<file path="src/core/fes_consts.svh">
// register offsets, bit positions and codes of the fault/emulation status
`ifndef FES_CONSTS_SVH
`define FES_CONSTS_SVH

// ------------------------------------------------------------------
// register offsets
// ------------------------------------------------------------------
`define FES_EMU_STATUS_ADDR 8'h0f
`define FES_FAULT_STATUS_ADDR 8'h10
`define FES_PROFILE_ADDR 8'h12

// ------------------------------------------------------------------
// fault_status field positions
// ------------------------------------------------------------------
`define FES_ERR_BIT 7
`define FES_DISCH_BIT 6
`define FES_RESET_BIT 5
`define FES_NUM_FAULTS 6

// ------------------------------------------------------------------
// emulation_status field positions and pair codes
// ------------------------------------------------------------------
`define FES_ATTACH_BIT 4
`define FES_EMU_ACT_BIT 2
`define FES_PAIR_NONE 2'h0
`define FES_PAIR_THREE 2'h3

// ------------------------------------------------------------------
// reset values
// ------------------------------------------------------------------
`define FES_REG_RESET 8'h00
`define FES_PROFILE_RESET 4'h0

`endif

</file>
<file path="src/core/fes_pkg.sv">
// types shared by the fault and emulation status logic
package fes_pkg;

   // ------------------------------------------------------------------
   // operating states
   // ------------------------------------------------------------------
   typedef enum logic [1:0] {
      FES_ST_IDLE,
      FES_ST_ACTIVE,
      FES_ST_ERROR
   } fes_state_t;

   // live fault conditions, ordered as the low status bits plus discharge
   typedef struct packed {
      logic disch;
      logic undervolt;
      logic thermal_shutdown;
      logic overvoltage;
      logic back_voltage;
      logic overcurrent;
   } fes_cond_t;

   // report from the charger emulation engine
   typedef struct packed {
      logic running;
      logic legacy;
      logic [1:0] pair;
      logic [3:0] profile;
   } fes_emu_t;

   // register access from the management bus engine
   typedef struct packed {
      logic wr;
      logic rd;
      logic [7:0] addr;
      logic [7:0] wdata;
   } fes_req_t;

   // state of one sticky fault bit
   typedef struct packed {
      logic flag;
   } fes_bit_st_t;

   // state of the top block
   typedef struct packed {
      fes_state_t state;
      logic in_error;
      logic err;
      logic reset_flag;
      logic por_done;
      logic pwr_prev;
      logic emulating;
      logic [1:0] pair;
      logic [3:0] profile;
      logic attach;
      logic alert_n;
      logic [7:0] rdata;
      logic rvalid;
   } fes_st_t;

endpackage

</file>
<file path="src/core/fes_top.sv">
// fault status and charger emulation status registers of the port switch
`timescale 1ns/1ps
`include "fes_consts.svh"

// Operation
// emulating flag set while active and emulating
// applied profile reported in four-bit field
// pair index follows applied stimulus pair
// legacy profiles never show pair three; the code holds the previous pair, which can be three
// pair three encoded as 11 otherwise
// fault register layout, error flag writable
// error flag set on entering error
// writing zero clears error, re-evaluates conditions
// error state held while fault bits set
// auto-recovery clears error flag when clean
// power enable low clears error flag
// attach bit toggles on bypass overload
// fault bits raise alert, clear on read
// reset bit set at power-up, no alert
// alert independent of error flag
module fes_top
   import fes_pkg::*;
(
   input wire logic CLOCK_I,
   input wire logic RESET_N_I,
   input wire fes_req_t REG_REQ_I,
   input wire fes_cond_t FAULT_COND_I,
   input wire fes_emu_t EMU_I,
   input wire logic PORT_POWER_ENABLE_I,
   input wire logic AUTO_RECOVERY_I,
   input wire logic MAIN_SUPPLY_OK_I,
   input wire logic BYPASS_OVERLOAD_I,
   input wire logic ATTACH_DETECT_I,
   output logic [7:0] REG_RDATA_O,
   output logic REG_RVALID_O,
   output logic ALERT_N_O,
   output logic ERROR_STATE_O,
   output logic EMULATING_FLAG_O
);

   fes_st_t st_q;
   fes_st_t st_d;
   logic [`FES_NUM_FAULTS-1:0] cond;
   logic [`FES_NUM_FAULTS-1:0] faults;
   logic any_cond;
   logic any_fault;
   logic fault_rd;
   logic err_wr_zero;
   logic err_clr;

   // ------------------------------------------------------------------
   // decode helpers
   // ------------------------------------------------------------------
   function automatic logic hit(input logic [7:0] a, input logic [7:0] b);
      hit = (a == b);
   endfunction

   // fault bits laid out as the status register
   function automatic logic [7:0] fault_reg(input logic e, input logic r,
                                            input logic [5:0] f);
      fault_reg = {e, f[5], r, f[4:0]};
   endfunction

   assign cond = FAULT_COND_I;
   assign any_cond = |cond;
   assign any_fault = |faults;
   assign fault_rd = REG_REQ_I.rd &&
                     hit(REG_REQ_I.addr, `FES_FAULT_STATUS_ADDR);
   assign err_wr_zero = REG_REQ_I.wr &&
                        hit(REG_REQ_I.addr, `FES_FAULT_STATUS_ADDR) &&
                        !REG_REQ_I.wdata[`FES_ERR_BIT];
   // fault bits drop with the error flag, unless still live
   assign err_clr = st_q.err && !st_d.err;

   // ------------------------------------------------------------------
   // sticky fault bits
   // ------------------------------------------------------------------
   genvar gi;
   generate
      for (gi = 0; gi < `FES_NUM_FAULTS; gi = gi + 1) begin : g_fault
         fes_fault_bit u_bit (
            .clk_i(CLOCK_I),
            .rst_n_i(RESET_N_I),
            .cond_i(cond[gi] && PORT_POWER_ENABLE_I),
            .read_clr_i(fault_rd),
            .err_clr_i(err_clr),
            .flag_o(faults[gi])
         );
      end
   endgenerate

   // ------------------------------------------------------------------
   // next state of the whole block
   // ------------------------------------------------------------------
   always_comb begin
      st_d = st_q;
      st_d.pwr_prev = PORT_POWER_ENABLE_I;
      // error flag: set wins over every clear
      if (PORT_POWER_ENABLE_I && any_cond) begin
         st_d.err = 1'b1;
      end else if (!PORT_POWER_ENABLE_I) begin
         st_d.err = 1'b0;
      end else if (err_wr_zero) begin
         st_d.err = 1'b0;
      end else if (AUTO_RECOVERY_I) begin
         st_d.err = 1'b0;
      end
      // latched faults keep the device in error after any clear except power enable low, which forces idle
      if (!PORT_POWER_ENABLE_I) begin
         st_d.state = FES_ST_IDLE;
      end else if (any_cond || st_d.err || any_fault) begin
         st_d.state = FES_ST_ERROR;
      end else begin
         st_d.state = FES_ST_ACTIVE;
      end
      // registered copy so the error output needs no decode after the flop
      st_d.in_error = (st_d.state == FES_ST_ERROR);
      // reset bit: set once after power-up, dropped by read or toggle
      st_d.por_done = 1'b1;
      if (!st_q.por_done) begin
         st_d.reset_flag = 1'b1;
      end else if (fault_rd || (PORT_POWER_ENABLE_I != st_q.pwr_prev)) begin
         st_d.reset_flag = 1'b0;
      end
      // emulation reporting follows the engine with no software action
      st_d.emulating = (st_q.state == FES_ST_ACTIVE) && EMU_I.running;
      if (!st_d.emulating) begin
         st_d.pair = `FES_PAIR_NONE;
      end else if (EMU_I.legacy && EMU_I.pair == `FES_PAIR_THREE) begin
         st_d.pair = st_q.pair;
      end else begin
         st_d.pair = EMU_I.pair;
      end
      if (st_d.emulating) begin
         st_d.profile = EMU_I.profile;
      end
      // overload on the bypass path makes the attach bit cycle
      if (PORT_POWER_ENABLE_I && !MAIN_SUPPLY_OK_I && BYPASS_OVERLOAD_I) begin
         st_d.attach = !st_q.attach;
      end else begin
         st_d.attach = ATTACH_DETECT_I;
      end
      // alert from fault bits only; reset bit and error flag excluded
      st_d.alert_n = !any_fault;
      // read port, one cycle latency; unmapped offsets read zero
      st_d.rvalid = REG_REQ_I.rd;
      if (REG_REQ_I.rd) begin
         if (hit(REG_REQ_I.addr, `FES_FAULT_STATUS_ADDR)) begin
            st_d.rdata = fault_reg(st_q.err, st_q.reset_flag, faults);
         end else if (hit(REG_REQ_I.addr, `FES_EMU_STATUS_ADDR)) begin
            st_d.rdata = {3'h0, st_q.attach, 1'b0, st_q.emulating, st_q.pair};
         end else if (hit(REG_REQ_I.addr, `FES_PROFILE_ADDR)) begin
            st_d.rdata = {4'h0, st_q.profile};
         end else begin
            st_d.rdata = `FES_REG_RESET;
         end
      end
   end

   // ------------------------------------------------------------------
   // state register
   // ------------------------------------------------------------------
   always_ff @(posedge CLOCK_I or negedge RESET_N_I) begin
      if (!RESET_N_I) begin
         st_q <= '0;
         st_q.state <= FES_ST_IDLE;
         st_q.alert_n <= 1'b1;
         st_q.profile <= `FES_PROFILE_RESET;
      end else begin
         st_q <= st_d;
      end
   end

   // outputs straight from flip-flops
   assign REG_RDATA_O = st_q.rdata;
   assign REG_RVALID_O = st_q.rvalid;
   assign ALERT_N_O = st_q.alert_n;
   assign ERROR_STATE_O = st_q.in_error;
   assign EMULATING_FLAG_O = st_q.emulating;
endmodule

</file>
<file path="src/core/fes_fault_bit.sv">
// one sticky fault status bit with clear-on-read
`timescale 1ns/1ps
module fes_fault_bit
   import fes_pkg::*;
(
   input wire logic clk_i,
   input wire logic rst_n_i,
   input wire logic cond_i,
   input wire logic read_clr_i,
   input wire logic err_clr_i,
   output logic flag_o
);

   fes_bit_st_t st_q;
   fes_bit_st_t st_d;

   // ------------------------------------------------------------------
   // next value: a live condition always wins over any clear
   // ------------------------------------------------------------------
   always_comb begin
      st_d = st_q;
      if (cond_i) begin
         st_d.flag = 1'b1;
      end else if (read_clr_i || err_clr_i) begin
         st_d.flag = 1'b0;
      end
   end

   // state register
   always_ff @(posedge clk_i or negedge rst_n_i) begin
      if (!rst_n_i) begin
         st_q <= '0;
      end else begin
         st_q <= st_d;
      end
   end

   assign flag_o = st_q.flag;

endmodule

</file>
<file path="config.mk">
export PLATFORM = sky130hd
export DESIGN_NAME = fes_top
export DESIGN_NICKNAME = d
export VERILOG_FILES = /design/src/core/fes_pkg.sv /design/src/core/fes_top.sv /design/src/core/fes_fault_bit.sv
export VERILOG_INCLUDE_DIRS = /design/src /design/src/core
export SDC_FILE = /design/constraint.sdc
export NUM_CORES = 1
export LEC_CHECK = 0
export ABC_AREA = 1
export BUFFER_PORTS_ARGS = -buffer_cell sky130_fd_sc_hd__clkbuf_2
export CAP_MARGIN = 20
export CORE_MARGIN = 4
export CORE_UTILIZATION = 40
export CTS_BUF_LIST = sky130_fd_sc_hd__clkbuf_16
export CTS_CLUSTER_SIZE = 40
export DETAILED_ROUTE_END_ITERATION = 12
export PLACE_DENSITY = 0.66
export SLEW_MARGIN = 10
export SYNTH_ARGS = -nofsm -noshare
export SYNTH_HDL_FRONTEND = slang
export SYNTH_HIERARCHICAL = 1
export SYNTH_SLANG_ARGS = --single-unit
</file>
<file path="constraint.sdc">
create_clock -name CLOCK_I -period 1.2 [get_ports CLOCK_I]
set_input_delay 0.12 -clock CLOCK_I [delete_from_list [all_inputs] [get_ports CLOCK_I]]
set_output_delay 0.12 -clock CLOCK_I [all_outputs]
set_load 0.01 [all_outputs]
</file>
; Word-level counts from Yosys, hierarchy flattened
; Index checks and enable logic that the tools add are counted.
[word_totals]
regBits = 31
input_bits = 39
out_inout_bits = 12
[op_classes]
n_eq_ne = 9
muxes = 21
n_reduce_logical = 32
[ops]
columns = operator, count
row1 = 8-bit by 5-bit equality test with 1-bit output (second input constant), 2
row2 = 1-bit logical AND, 15
row3 = 1-bit 2-to-1 mux, 14
row4 = 2-bit nonzero test, 6
row5 = 6-bit OR reduction, 2
row6 = 8-bit by 4-bit equality test with 1-bit output (second input constant), 1
row7 = 2-bit 2-to-1 mux, 4
row8 = 8-bit 2-to-1 mux, 1
row9 = 1-bit logical NOT, 5
row10 = 5-bit 2-to-1 mux, 1
row11 = 2-bit equality test (second input constant), 2
row12 = 1-bit logical OR, 4
row13 = 4-bit 2-to-1 mux, 1
row14 = 2-bit by 1-bit equality test with 1-bit output (second input constant), 1
row15 = 2-bit by 1-bit != test with 1-bit output (second input constant), 1
row16 = 2-bit != test (second input constant), 1
row17 = 1-bit != test, 1

; Logic depth before layout (Yosys ltp)
[logic_depth]
depth_word = 11
depth_mapped = 10

; Cells and area by module
; The synthesis kept the hierarchy.
[by_module_without_submodules]
columns = mod, n_inst, cells_per_inst, area_per_inst_um2, seq_area_each_um2
row1 = fes_top, 1, 162, 1249.9, 601.8
row2 = fes_fault_bit, 6, 5, 40.0, 25.0

; Worst setup path after synthesis
; Ideal clock, no wire load.
[synth_timing]
path_kind = register to register
from = reg ERROR_STATE_O (netlist name)
to = reg st_q[16] (netlist name)
setup_ns = 0.121
arrival_ns = 0.940
t_required_ns = 1.079
path_slack_ns = 0.139
path_stages_with_launch = 7
path_buffers = 0
path_cell_list = dfrtp_1 nor2_1 nand2_1 inv_2 nand2_1 nor3_1 nor2_1
[synth_rtl]
columns = element, line
row1 = "end signal, assigned", fes_top.sv:170  ; st_q <= st_d;
row2 = "end, declared", fes_top.sv:41  ; fes_st_t st_q;

==> metrics.log <==
[metrics] cell family contributing the most delay on the critical path: flip-flops
[metrics] RSZ-0062 raised after global routing: false
[metrics] worst vdd ir: between 900 and 1000 uV
[metrics] largest net degree at the start of global routing: 18
[metrics] Die Outline Area: 0.00477 mm2
[metrics] top cells by area, synth: dfrtp_1 (49%), nand2_1 (17%), inv_1 (6.0%), nor2_1 (5.3%), buf_4 (4.5%)
[metrics] synthesized area per cell: between 7 and 8 um2
[metrics] Clk Latency, worst-skew pair: between 0.2 and 0.3 ns
[metrics] number of buffers added by the clock tree synthesis step: 5
[metrics] DRC viols: 0
[metrics] post-synthesis instance total: 192
[metrics] maximum frequency from static timing analysis: between 900 and 1000 MHz
[metrics] number of cells on the worst hold path: 3
[metrics] most frequently used flop master after synthesis: dfrtp_1
[metrics] simple logic cell fraction of the synthesized area: a little over a third
[metrics] number of core rows: 21
[metrics] FF-to-FF End: st_q[23]
[metrics] sequential area share after synthesis: between 50% and 60%
[metrics] global placer's final weighted congestion: roughly 0.73
[metrics] filler cell count in the final layout: 336
[metrics] clock share of power: 46.6%
[metrics] detailed-route vias per instance: around 4.3
[metrics] critical path cell sequence: nor2_1 > nand2_1 > nor3_2 > buf_4 > nand4_1 > inv_1
[metrics] count of flip-flops with a built-in enable after synthesis: 0
[metrics] Static Leak: 1.16 nW
[metrics] switch share: roughly a quarter
[metrics] number of DRC markers in iteration 0: 38
[metrics] Final Total Pwr: around 2.5 mW
[metrics] number of maximum-capacitance constraint violations: 0
[metrics] slowest cell on the critical path: dfrtp_1
[metrics] Post-CTS Setup Bufs: 0
[metrics] internal power: between 1.5 and 2 mW
[metrics] total power divided by cell area: 1250 mW/mm2
[metrics] number of antenna violations at the first check in global routing: 0
[metrics] overflow left after global routing: 0
[metrics] number of H-tree branching levels: 2
[metrics] worst setup slack after placement: -0.0316 ns
[metrics] Critical Path End Type: flop
[metrics] dominant combinational cell family by area after synthesis: simple AND/OR/NAND/NOR gates
[metrics] clock tree from TritonCTS: built
[metrics] top-level I/O count: 51
[metrics] fraction of the mapped netlist area in adder cells: 0%
[metrics] Post-synth ARST share: between 90% and 100%
[metrics] startpoint type of the worst setup path: flop
[metrics] Distinct cells, synth: 21
[metrics] signed area change from the synthesized netlist to the final layout: 35.5%
[metrics] final hold vios: 0
[metrics] Initial Util: 43.0%
[metrics] nets: 293
[metrics] multiplexer area fraction after synthesis: 0%
[metrics] final HPWL from detailed placement: 2550 um
[metrics] number of antenna-violating nets in the routed design: 0
[metrics] final-layout setup total negative slack: 0 ns
[metrics] number of buffers and inverters on the critical path: 2
[metrics] fraction of layout instances using a drive strength above 1: between 30 and 40%
[metrics] maximum root-to-sink buffer count: 2
[metrics] via count of the first global-routing pass: 1288
[metrics] overall fraction of global-route tracks in use: around 15%
[metrics] post-detailed-route wirelength per cell: around 11 um
[metrics] critical path's largest stage delay: 0.40 ns
[metrics] Net Switching: slightly below 600 uW
[metrics] number of antenna cells inserted: 0
[metrics] wire length of the first global-routing pass: approximately 5500 um
[metrics] routed via count: approximately 1300
[metrics] flop-to-flop setup slack: approximately 0.14 ns
[metrics] xor and xnor fraction of the mapped netlist area: 0.588%
[metrics] CP Data Required Time: roughly 1.4 ns
[metrics] area fraction in compound gates after synthesis: 2.10%
[metrics] start of the worst register-to-register path: g_fault[5].u_bit/flag_o
[metrics] critical path start-end classification: reg2reg
[metrics] Worst Min Path Start: EMU_I[3]
[metrics] clk_skew: about 0.0028 ns
[metrics] number of input and output port buffers inserted: 43
[metrics] die boundary height: between 60 and 70 um
[metrics] Clock Pin Slew Worst Setup and Hold Paths: 0.05 ns
[metrics] number of endpoints failing setup at the final stage: 0
[metrics] sequential share of power: between 40% and 50%
[metrics] library cell with the largest summed area after synthesis: dfrtp_1
[metrics] Yosys top cell area share: just under 50%
[metrics] placeable core region: 0.00347 mm2
[metrics] status: complete, no violations
[metrics] Min-Delay Path Class: in2reg
[metrics] crit path time final: approximately 1.1 ns
[metrics] Post-Route WL: between 3000 and 4000 um
[metrics] library cell used as clock root buffer: clkbuf_16
[metrics] fin crit share: between 80% and 90%
[metrics] First-pass DRT Iterations: 4
[metrics] CP arrival: about 1.3 ns
[metrics] Max Transition Viols Final: 0
[metrics] width of the die: 69.0 um
[metrics] number of register bits inferred by synthesis: 30
[metrics] Cell Area, Synth: about 0.0015 mm2
[metrics] PnR worst setup slack: around 0.14 ns
[metrics] worst reg2reg path depth: 6
[metrics] synthesized net count: approximately 230
[metrics] Critical Path Fanout Max: 3
[metrics] sink count of the clock tree: 30
[metrics] count of synthesis-stage warnings from yosys: 6
[metrics] logic gate share of total power: 10.2%
[metrics] worst min-delay path endpoint: st_q[14]
metal layers:
| layer | track usage [%] | vias to the layer above | share of wire [%] |
|---|---|---|---|
| li1 | - | 701 | - |
| met1 | 17.7 | 573 | 45 |
| met2 | 23.4 | 30 | 48 |
| met3 | 5.38 | 5 | 5.3 |
| met4 | 5.86 | 0 | 1.8 |
| met5 | 0 | - | 0 |
state kept, by name (all words and copies together), names as in the netlist:
register	count
EMULATING_FLAG_O	1
ERROR_STATE_O	1
REG_RVALID_O	1
REG_RDATA_O	8
st_q	12
g_fault.u_bit/flag_o	6
ALERT_N_O	1
stage by stage:
stage	hold WS (ns)	instances	area, um2	utilization, %
2_1_floorplan	-0.176	192	1490	-
3_3_place_gp	0.0526	292	1860	53.6
3_5_place_dp	0.0487	292	1860	53.6
4_1_cts	0.0350	301	2010	57.9
5_1_grt	0.0522	301	2020	58.2
6_report	0.0391	301	2020	58.2
worst max-delay path by stage:
stage | from | to | slack (ns) | cells past startpoint
6_report | g_fault[5].u_bit/flag_o | st_q[23] | 0.14 | 6
2_1_floorplan | ERROR_STATE_O | st_q[16] | 0.14 | 6
3_5_place_dp | REG_REQ_I[10] | g_fault[0].u_bit/flag_o | -0.03 | 11
4_1_cts | g_fault[2].u_bit/flag_o | st_q[23] | 0.09 | 6
5_1_grt | g_fault[5].u_bit/flag_o | st_q[23] | 0.02 | 6
3_3_place_gp | FAULT_COND_I[0] | g_fault[0].u_bit/flag_o | -0.04 | 10
power by group through the flow:
| stage | clock [mW] | sequential, mW | combinational [mW] |
|---|---|---|---|
| final | 1.18 | 1.09 | 0.258 |
| after global routing | 1.25 | 1.09 | 0.296 |
| after CTS | 1.21 | 1.09 | 0.259 |
| after detailed placement | 0 | 1.10 | 0.254 |
| after global placement | 0 | 1.10 | 0.248 |
| after floorplan | 0 | 1.10 | 0.110 |
logic make-up (layout without fill, tap and decap cells):
kind of cell / count (synthesis) / in the layout
and+or+nand+nor: 118 / 118
buffers and inverters: 37 / 100
DFF: 30 / 30
AOI/OAI and AO/OA: 5 / 5
other: 1 / 1
xor gates and xnor gates: 1 / 1
final cells by class:
type                       instances  area [um2]  share of cell area (%)
timing repair buffer              64         388                    19.2
clock inverter                     3        16.3                   0.805
sequential                        30         752                    37.2
tap                               46        57.6                    2.85
clock buffer                       5         125                    6.20
multi-input combinational        125         576                    28.5
inverter                          28         105                    5.20
cell usage in the layout (no fill, tap or decap), types with 2 or more instances in the layout:
cell type  synthesis  routed
nand3_2            3       3
inv_2              4       4
nor3_2             2       3
nand4_1            2       2
dfrtp_1           29      29
clkbuf_16          0       5
buf_4              9      19
clkbuf_2           0      43
a31oi_1            2       2
nor3_1             3       2
nor2_4             2       3
nand3_1           13      13
nand2_1           69      69
inv_1             24      24
nor2_1            21      21
nand2_2            2       2
worst register-to-register path, stage by stage (launching register included):
cell and delay [ns]:
dfrtp_1 0.40, nor2_1 0.10, nand2_1 0.06, nor3_2 0.11, buf_4 0.14, nand4_1 0.12
inv_1 0.07
cell usage after synthesis (2+ instances only):
library cell	count
nor3_2	2
nand3_2	3
nand2_1	69
nand4_1	2
buf_4	9
nor3_1	3
nor2_1	21
nor2_4	2
nand3_1	13
inv_1	24
dfrtp_1	29
inv_2	4
nand2_2	2
a31oi_1	2
timing repair:
action,CTS,global route
endpoints found under the setup margin,0,2
hold buffers,1,0
gates resized for setup,0,2
endpoints found under the hold margin,12,0
No activity file was read; power rests on OpenSTA's default activity.
